[src/logic/asr_pkg.sv]
// Package with register map, field layout and reset values of the stream attribute bank
package asr_pkg;
	localparam int ASR_ADDR_W = 12;
	localparam logic [11:0] ASR_OFS_INT_MASK = 12'h144;
	localparam logic [11:0] ASR_OFS_REPLY_BYTES = 12'h148;
	localparam logic [11:0] ASR_OFS_REPLY_COND = 12'h14C;
	localparam logic [11:0] ASR_OFS_HPD_LEN = 12'h150;
	localparam logic [11:0] ASR_OFS_HTOTAL = 12'h180;
	localparam logic [11:0] ASR_OFS_VTOTAL = 12'h184;
	localparam logic [11:0] ASR_OFS_POLARITY = 12'h188;
	localparam logic [11:0] ASR_OFS_HSWIDTH = 12'h18C;
	localparam logic [11:0] ASR_OFS_VSWIDTH = 12'h190;
	localparam logic [11:0] ASR_OFS_HRES = 12'h194;
	localparam logic [11:0] ASR_OFS_VRES = 12'h198;
	localparam logic [11:0] ASR_OFS_HSTART = 12'h19C;
	localparam logic [11:0] ASR_OFS_VSTART = 12'h1A0;
	localparam logic [11:0] ASR_OFS_MISC0 = 12'h1A4;
	localparam int ASR_NUM_ATTR = 10;
	// Interrupt mask bits held in this bank
	localparam int ASR_MASK_W = 3;
	localparam int ASR_MASK_REPLY_RX_BIT = 2;
	localparam int ASR_MASK_HOTPLUG_CHANGE_EVENT_BIT = 1;
	localparam int ASR_MASK_HOTPLUG_IRQ_PULSE_BIT = 0;
	localparam logic [2:0] ASR_MASK_RESET = 3'h7;
	// Reply condition layout
	localparam int ASR_COND_STATE_LSB = 4;
	localparam int ASR_COND_STATE_W = 8;
	localparam int ASR_COND_ERR_BIT = 3;
	localparam int ASR_COND_REQ_BIT = 2;
	localparam int ASR_COND_RPL_BIT = 1;
	localparam int ASR_COND_DONE_BIT = 0;
	localparam int ASR_REPLY_CNT_W = 5;
	localparam int ASR_HPD_LEN_W = 16;
	// Attribute field widths
	localparam int ASR_W16 = 16;
	localparam int ASR_W15 = 15;
	localparam int ASR_W_POL = 2;
	localparam int ASR_W_MISC0 = 8;
	localparam int ASR_POL_V_BIT = 1;
	localparam int ASR_POL_H_BIT = 0;
	localparam int ASR_MISC_SYNC_BIT = 0;
	localparam int ASR_MISC_FMT_LSB = 1;
	localparam int ASR_MISC_RANGE_BIT = 3;
	localparam int ASR_MISC_YCC_BIT = 4;
	localparam int ASR_MISC_DEPTH_LSB = 5;
	localparam logic [15:0] ASR_ATTR_RESET = 16'h0000;
endpackage

[src/logic/asr_field_if.sv]
// Interface carrying one attribute field's write strobe, data and stored value
interface asr_field_if;
	logic wr_en;
	logic [15:0] wr_data;
	logic [15:0] value;
	modport bank(output wr_en, output wr_data, input value);
	modport field(input wr_en, input wr_data, output value);
endinterface

[src/logic/asr_field_reg.sv]
// One writable attribute field of parameterised width, reset to zero
module asr_field_reg
	import asr_pkg::*;
#(
	parameter int WIDTH = 16
) (
	input wire logic clk,
	input wire logic reset,
	asr_field_if.field port
);
	logic [WIDTH-1:0] value_ff;
	logic [WIDTH-1:0] nxt_value;

	assign nxt_value = port.wr_en ? port.wr_data[WIDTH-1:0] : value_ff;

	always_ff @(posedge clk or posedge reset) begin
		if (reset) begin
			value_ff <= ASR_ATTR_RESET[WIDTH-1:0];
		end else begin
			value_ff <= nxt_value;
		end
	end

	if (WIDTH < 16) begin : g_pad
		assign port.value = {{(16-WIDTH){1'b0}}, value_ff};
	end else begin : g_full
		assign port.value = value_ff;
	end
endmodule

[src/logic/asr_regs.sv]
// Register bank for AUX reply status, hot-plug pulse length and main stream attributes
// Functional notes
// - Mask bits 2,1,0 mask reply-received, hot-plug event, hot-plug IRQ interrupts.
// - A set mask bit blocks interrupt output only, not status recording.
// - Interrupt mask resets to all ones, every source masked.
// - Byte count at 0x148 bits 4:0 counts received reply bytes, not header.
// - Reply status 0x14C: bits 15:12 reserved, 11:4 reply state machine.
// - Reply status bit 3 set on error in latest reply.
// - Reply status bit 2 high while request is being sent.
// - Reply status bit 1 high while reply is being received.
// - Bit 0 clears when request starts; sets on complete valid reply.
// - 0x150 bits 15:0 give last hot-plug pulse length in microseconds.
// - 0x180 bits 15:0 hold horizontal total in clocks.
// - 0x184 bits 15:0 hold lines per frame.
// - 0x188 bit 1 vertical sync polarity, bit 0 horizontal sync polarity.
// - 0x18C bits 14:0 hold horizontal sync width in clocks.
// - 0x190 bits 14:0 hold vertical sync width in lines.
// - 0x194 bits 15:0 hold active pixels per line.
// - 0x198 bits 15:0 hold active lines.
// - 0x19C bits 15:0 hold clocks from hsync edge to first pixel.
// - 0x1A0 bits 15:0 hold lines from vsync edge to first line.
// - 0x1A4 holds sync clock, format, range, colorimetry, bit depth fields.
module asr_regs
	import asr_pkg::*;
(
	input wire logic clk,
	input wire logic reset,
	input wire logic reg_wr,
	input wire logic reg_rd,
	input wire logic [11:0] reg_addr,
	input wire logic [31:0] reg_wdata,
	output logic [31:0] reg_rdata,
	input wire logic aux_req_start,
	input wire logic aux_req_busy,
	input wire logic aux_reply_busy,
	input wire logic aux_reply_byte,
	input wire logic aux_reply_valid,
	input wire logic aux_reply_error,
	input wire logic [7:0] aux_reply_state,
	input wire logic hpd_len_valid,
	input wire logic [15:0] hpd_len_us,
	input wire logic [2:0] irq_status_raw,
	output logic [2:0] irq_unmasked,
	output logic [15:0] stream_horizontal_total,
	output logic [15:0] stream_vertical_total,
	output logic stream_vsync_polarity,
	output logic stream_hsync_polarity,
	output logic [14:0] stream_hsync_width,
	output logic [14:0] stream_vsync_width,
	output logic [15:0] stream_active_width,
	output logic [15:0] stream_active_height,
	output logic [15:0] stream_horizontal_start,
	output logic [15:0] stream_vertical_start,
	output logic stream_sync_clock,
	output logic [1:0] stream_component_format,
	output logic stream_dynamic_range,
	output logic stream_ycbcr_colorimetry,
	output logic [2:0] stream_bit_depth
);
	localparam logic [11:0] ATTR_OFS [ASR_NUM_ATTR] = '{
		ASR_OFS_HTOTAL, ASR_OFS_VTOTAL, ASR_OFS_POLARITY, ASR_OFS_HSWIDTH,
		ASR_OFS_VSWIDTH, ASR_OFS_HRES, ASR_OFS_VRES, ASR_OFS_HSTART,
		ASR_OFS_VSTART, ASR_OFS_MISC0};
	localparam int ATTR_W [ASR_NUM_ATTR] = '{
		ASR_W16, ASR_W16, ASR_W_POL, ASR_W15, ASR_W15,
		ASR_W16, ASR_W16, ASR_W16, ASR_W16, ASR_W_MISC0};

	logic [ASR_MASK_W-1:0] irq_mask_ff;
	logic [ASR_MASK_W-1:0] nxt_irq_mask;
	logic [ASR_REPLY_CNT_W-1:0] reply_bytes_ff;
	logic [ASR_REPLY_CNT_W-1:0] nxt_reply_bytes;
	logic reply_error_ff;
	logic nxt_reply_error;
	logic reply_done_ff;
	logic nxt_reply_done;
	logic [ASR_HPD_LEN_W-1:0] hpd_len_ff;
	logic [ASR_HPD_LEN_W-1:0] nxt_hpd_len;
	logic [31:0] nxt_rdata;
	logic [15:0] attr_value [ASR_NUM_ATTR];
	logic [ASR_NUM_ATTR-1:0] attr_hit;
	logic [15:0] attr_rdata;
	logic hit_mask;
	logic hit_bytes;
	logic hit_cond;
	logic hit_hpd;
	logic [31:0] cond_word;
	logic reply_start;

	// Interrupt mask: set bit blocks that source from the interrupt output only
	assign hit_mask = (reg_addr == ASR_OFS_INT_MASK);
	assign nxt_irq_mask = (reg_wr && hit_mask) ? reg_wdata[ASR_MASK_W-1:0] : irq_mask_ff;
	assign irq_unmasked[ASR_MASK_REPLY_RX_BIT] = irq_status_raw[ASR_MASK_REPLY_RX_BIT] &
		~irq_mask_ff[ASR_MASK_REPLY_RX_BIT];
	assign irq_unmasked[ASR_MASK_HOTPLUG_CHANGE_EVENT_BIT] = irq_status_raw[ASR_MASK_HOTPLUG_CHANGE_EVENT_BIT] &
		~irq_mask_ff[ASR_MASK_HOTPLUG_CHANGE_EVENT_BIT];
	assign irq_unmasked[ASR_MASK_HOTPLUG_IRQ_PULSE_BIT] = irq_status_raw[ASR_MASK_HOTPLUG_IRQ_PULSE_BIT] &
		~irq_mask_ff[ASR_MASK_HOTPLUG_IRQ_PULSE_BIT];

	always_ff @(posedge clk or posedge reset) begin
		if (reset) begin
			irq_mask_ff <= ASR_MASK_RESET;
		end else begin
			irq_mask_ff <= nxt_irq_mask;
		end
	end

	// Reply byte counter restarts with each new request, counts received data bytes
	assign reply_start = aux_req_start;
	assign nxt_reply_bytes = reply_start ? '0 :
		(aux_reply_byte && reply_bytes_ff != '1) ? reply_bytes_ff + 5'h01 :
		reply_bytes_ff;

	// Error flag and received flag; a new request clears both, an error or a valid error-free reply sets its flag and wins over the clear
	assign nxt_reply_error = aux_reply_error ? 1'b1 :
		reply_start ? 1'b0 : reply_error_ff;
	assign nxt_reply_done = (aux_reply_valid && !aux_reply_error) ? 1'b1 :
		reply_start ? 1'b0 : reply_done_ff;

	// Pulse length is captured when the detector finishes a measurement
	assign nxt_hpd_len = hpd_len_valid ? hpd_len_us : hpd_len_ff;

	always_ff @(posedge clk or posedge reset) begin
		if (reset) begin
			reply_bytes_ff <= '0;
			reply_error_ff <= 1'b0;
			reply_done_ff <= 1'b0;
			hpd_len_ff <= '0;
		end else begin
			reply_bytes_ff <= nxt_reply_bytes;
			reply_error_ff <= nxt_reply_error;
			reply_done_ff <= nxt_reply_done;
			hpd_len_ff <= nxt_hpd_len;
		end
	end

	// Stream attribute fields
	for (genvar i = 0; i < ASR_NUM_ATTR; i++) begin : g_attr
		asr_field_if fld ();
		assign attr_hit[i] = (reg_addr == ATTR_OFS[i]);
		assign fld.wr_en = reg_wr && attr_hit[i];
		assign fld.wr_data = reg_wdata[15:0];
		assign attr_value[i] = fld.value;
		asr_field_reg #(
			.WIDTH(ATTR_W[i])
		) u_field (
			.clk(clk),
			.reset(reset),
			.port(fld)
		);
	end

	assign stream_horizontal_total = attr_value[0];
	assign stream_vertical_total = attr_value[1];
	assign stream_vsync_polarity = attr_value[2][ASR_POL_V_BIT];
	assign stream_hsync_polarity = attr_value[2][ASR_POL_H_BIT];
	assign stream_hsync_width = attr_value[3][14:0];
	assign stream_vsync_width = attr_value[4][14:0];
	assign stream_active_width = attr_value[5];
	assign stream_active_height = attr_value[6];
	assign stream_horizontal_start = attr_value[7];
	assign stream_vertical_start = attr_value[8];
	assign stream_sync_clock = attr_value[9][ASR_MISC_SYNC_BIT];
	assign stream_component_format = attr_value[9][ASR_MISC_FMT_LSB +: 2];
	assign stream_dynamic_range = attr_value[9][ASR_MISC_RANGE_BIT];
	assign stream_ycbcr_colorimetry = attr_value[9][ASR_MISC_YCC_BIT];
	assign stream_bit_depth = attr_value[9][ASR_MISC_DEPTH_LSB +: 3];

	// Attribute read mux: OR of the one field whose offset matches
	always_comb begin
		attr_rdata = '0;
		for (int k = 0; k < ASR_NUM_ATTR; k++) begin
			if (attr_hit[k]) begin
				attr_rdata = attr_rdata | attr_value[k];
			end
		end
	end

	// Reply condition word: live progress bits, sticky result bits, upper bits zero
	assign cond_word = {16'h0000, 4'h0,
		aux_reply_state,
		reply_error_ff,
		aux_req_busy,
		aux_reply_busy,
		reply_done_ff};

	assign hit_bytes = (reg_addr == ASR_OFS_REPLY_BYTES);
	assign hit_cond = (reg_addr == ASR_OFS_REPLY_COND);
	assign hit_hpd = (reg_addr == ASR_OFS_HPD_LEN);

	assign nxt_rdata = !reg_rd ? reg_rdata :
		hit_mask ? {29'h00000000, irq_mask_ff} :
		hit_bytes ? {27'h0000000, reply_bytes_ff} :
		hit_cond ? cond_word :
		hit_hpd ? {16'h0000, hpd_len_ff} :
		{16'h0000, attr_rdata};

	always_ff @(posedge clk or posedge reset) begin
		if (reset) begin
			reg_rdata <= '0;
		end else begin
			reg_rdata <= nxt_rdata;
		end
	end
endmodule

[config.mk]
export PLATFORM = sky130hd
export DESIGN_NAME = asr_regs
export DESIGN_NICKNAME = d
export VERILOG_FILES = /design/src/logic/asr_pkg.sv /design/src/logic/asr_field_if.sv /design/src/logic/asr_field_reg.sv /design/src/logic/asr_regs.sv
export SDC_FILE = /design/constraint.sdc
export NUM_CORES = 1
export LEC_CHECK = 0
export CORE_MARGIN = 4
export CORE_UTILIZATION = 40
export CTS_CLUSTER_DIAMETER = 50
export CTS_CLUSTER_SIZE = 25
export DETAILED_ROUTE_END_ITERATION = 10
export DONT_BUFFER_PORTS = 1
export PLACE_DENSITY = 0.62
export SLEW_MARGIN = 5
export SYNTH_ARGS = -nofsm -noshare
export SYNTH_HDL_FRONTEND = slang
export SYNTH_SLANG_ARGS = --single-unit
[constraint.sdc]
create_clock -name clk -period 7.7 [get_ports clk]
set_input_delay 1.155 -clock clk [delete_from_list [all_inputs] [get_ports clk]]
set_output_delay 1.155 -clock clk [all_outputs]
set_load 0.05 [all_outputs]
==> results.toml <==
[run_status]
status = "complete, no violations"

[clocking]
cts_buffers = 17
cts.path.max_buffers = 2
ctsHoldBuffers = 0
cts_tree = "done"
worstSkewPairLatency_ns = 0.44
postCtsSetupBuffers = 0
cts_max_level = 4
clock-sinks = 178
clkTransAtPathRegs_ns = 0.07
cts_root_buffer = "clkbuf_16"
cts_resized = 0

[layout]
antenna_cells = 0
syn_to_final_growth_pct = 8.02
drive_gt1_frac = 0.319
final_common_cell = "dfrtp_1"
nets = 799
layout_common_cells = "dfrtp_1, mux2_2, nand2_1, mux2i_1, nor2_1"
nFillCells = 1978

[sta]
slew_violations = 0
max_freq_mhz = 275
tns_ns = 0
timing.slew.headroom = 0.226
setup_viol = 0
finalClockSkew_ns = 0.0103
worst_slack_ns = 4.06
fin_crit_ns = 3.64
worstMarginPinSlew_ns = 1.16
report.final.hold_viol_count = 0
rsz0062_at_grt = "false"
fin_crit_sh = 0.472

[route]
vias_per_cell = 6.15
wl_mm = 30.1
first_iter_violations = 491
routedWlPerCell_um = 29.8
drc = 0
vias = 6196
drt_pass1_iterations = 5
ant_nets = 0

[setup_path]
arrival_ns = 3.96
startpoint_type = "primary input"
critical_path.top_delay_family = "simple AND/OR/NAND/NOR gates"
crit_path_cell_trace = "or4b_1 > nor2_8 > nand3_2 > nor2_2 > mux2_2"
required_ns = 8.02
crit_slowest_cell = "nor2_2"
crit_fanout = 22
criticalPathCategory = "in2reg"
path_buf_inv = 0
end_kind = "register"
cpPeakStageDelay_ns = 0.91

[yosys]
synth_top_family_by_area = "multiplexers"
synth_xor_area_frac = 0.00390
synthesis.area_mm2 = 0.00899
synth_compound_gate_area_share = 0.0997
ys_seq_elements = 178
synthMuxAreaShare = 0.241
synth-simple-area-share = 0.113
synth_edf_count = 0
ys_warn_count = 0
seq_area_frac_synth = 0.496
synth-main-ff-cell = "dfrtp_1"
synthAdderAreaFrac = 0.00278
ys_types = 76
syn-instance-count = 737
avgSynthCellArea_um2 = 12.2
async_reset_ff_frac = 1.00

[place]
portBuffers = 0
gp_congestion = 0.867
hpwl_mm = 21.5
post-place-ws_ns = 3.64

[grt]
grt_start_max_net_pins = 100
antenna_found_initial = 0
track_usage = 0.237
grt_pass1_vias = 6405
grt_first_pass_wirelength_mm = 43.2
grt_overflow_total = 0

[floorplanning]
start_util = 0.409
coreArea_mm2 = 0.0220
die_width_um = 158
dieArea_mm2 = 0.0249
fp.dieH_um = 158
core.rowCount = 54
num_io_pins = 253

[power]
vdd_drop_max_mv = 0.117
leakage_nw = 4.38
cellPowerDensity_mw_per_mm2 = 204

[worst_hold_path]
hold_path_class = "reg2reg"

[flow_run]
maxCapViolations = 0
==> synthesized netlist by cell type, types with 3 or more instances <==
library cell | number | area [µm²]
o31ai_1 | 8 | 60.1
a221oi_1 | 6 | 52.6
mux2i_1 | 28 | 280
a311oi_1 | 5 | 43.8
clkbuf_1 | 18 | 67.6
and3_1 | 4 | 25.0
a22oi_1 | 14 | 105
nand4_1 | 7 | 43.8
or3_1 | 3 | 18.8
nor2b_1 | 14 | 87.6
nand3b_1 | 5 | 37.5
nor2_1 | 27 | 101
o32ai_1 | 4 | 35.0
o22ai_1 | 4 | 25.0
mux2_4 | 10 | 150
o21ai_0 | 26 | 130
a31oi_1 | 5 | 31.3
nor4_1 | 3 | 18.8
o2bb2ai_1 | 4 | 35.0
buf_1 | 8 | 30.0
a211oi_1 | 4 | 30.0
nor2_2 | 3 | 18.8
a21oi_1 | 11 | 55.1
nor3_1 | 9 | 45.0
o221ai_1 | 5 | 43.8
buf_2 | 15 | 75.1
xor2_1 | 3 | 26.3
a21o_1 | 3 | 22.5
dfrtp_1 | 175 | 4380
buf_6 | 4 | 45.0
a22o_1 | 4 | 35.0
a32oi_1 | 8 | 70.1
nor3b_1 | 3 | 22.5
inv_1 | 6 | 22.5
nand2b_1 | 9 | 56.3
or2_2 | 8 | 50.1
o2111ai_1 | 3 | 26.3
mux2_1 | 4 | 45.0
nand2_1 | 28 | 105
buf_4 | 19 | 143
mux2_2 | 148 | 1670
nand3_1 | 16 | 80.1
dfstp_2 | 3 | 78.8
==> layer usage <==
layer / up-vias / track usage / part of all wire
li1: 2671 / - / -
met1: 3207 / 0.299 / 0.40
met2: 292 / 0.382 / 0.48
met3: 26 / 0.0976 / 0.11
met4: 0 / 0.0545 / 0.0096
met5: - / 0 / 0
==> per-stage QoR <==
stage	cells	power, W	util	hold WS (ns)	instance area [µm²]
6_report	1008	0.00198	0.442	0.476	9710
5_1_grt	1008	0.00205	0.442	0.527	9710
4_1_cts	1008	0.00200	0.442	0.482	9710
3_5_place_dp	976	0.00110	0.415	0.466	9100
3_3_place_gp	976	0.00109	0.415	0.456	9100
2_1_floorplan	752	0.00109	-	0.440	9040
==> worst reg2reg max path, stage by stage (launching register included) <==
cell	delay (ns)
dfrtp_1	0.59
a221oi_1	0.37
a2111oi_0	0.11
o41ai_1	0.67
a22oi_1	0.13
==> area by class of cell <==
cell class                 instances  area [µm²]  share of cell area
tap                              280         350              0.0361
multi-input combinational        503        4210               0.433
timing repair buffer               8        60.1             0.00619
sequential                       178        4460               0.459
clock inverter                    13         160              0.0165
inverter                           7        31.3             0.00322
clock buffer                      19         443              0.0456
==> cells by family after synthesis <==
| kind of cell | after synthesis |
|---|---|
| and+or+nand+nor | 165 |
| buffers and inverters | 71 |
| adders and majority gates | 2 |
| xor gates and xnor gates | 4 |
| DFF | 178 |
| other | 1 |
| AOI/OAI and AO/OA | 125 |
| muxes | 191 |
==> registers in the layout, summed over array words and instances, names as in the netlist <==
name / flops
g_attr.u_field.port.value: 96
irq_mask_ff: 3
reply_done_ff: 1
reply_error_ff: 1
reply_bytes_ff: 5
hpd_len_ff: 16
g_attr.u_field.value_ff: 40
reg_rdata: 16
==> where the power goes <==
part	internal (W)	switching, W	total, W
registers	0.000948	0.0000249	0.000973
logic	0.0000318	0.0000726	0.000104
clock network	0.000499	0.000408	0.000907
total	0.00148	0.000505	0.00198
==> worst paths after layout <==
kind / to / slack (ns) / depth (start not counted) / start
max: g_attr[4].u_field.value_ff[5] / 4.06 / 5 / reg_addr[11]
min: reply_error_ff / 0.48 / 1 / reply_error_ff
max reg2reg: reg_rdata[7] / 5.66 / 4 / g_attr[8].u_field.port.value[7]
min reg2reg: reply_error_ff / 0.48 / 1 / reply_error_ff
max in group asynchronous: g_attr[1].u_field.port.value[6] / 5.39 / 2 / reset
min in group asynchronous: g_attr[1].u_field.port.value[8] / 0.73 / 1 / reset
Power figures use the tool's default switching activity.
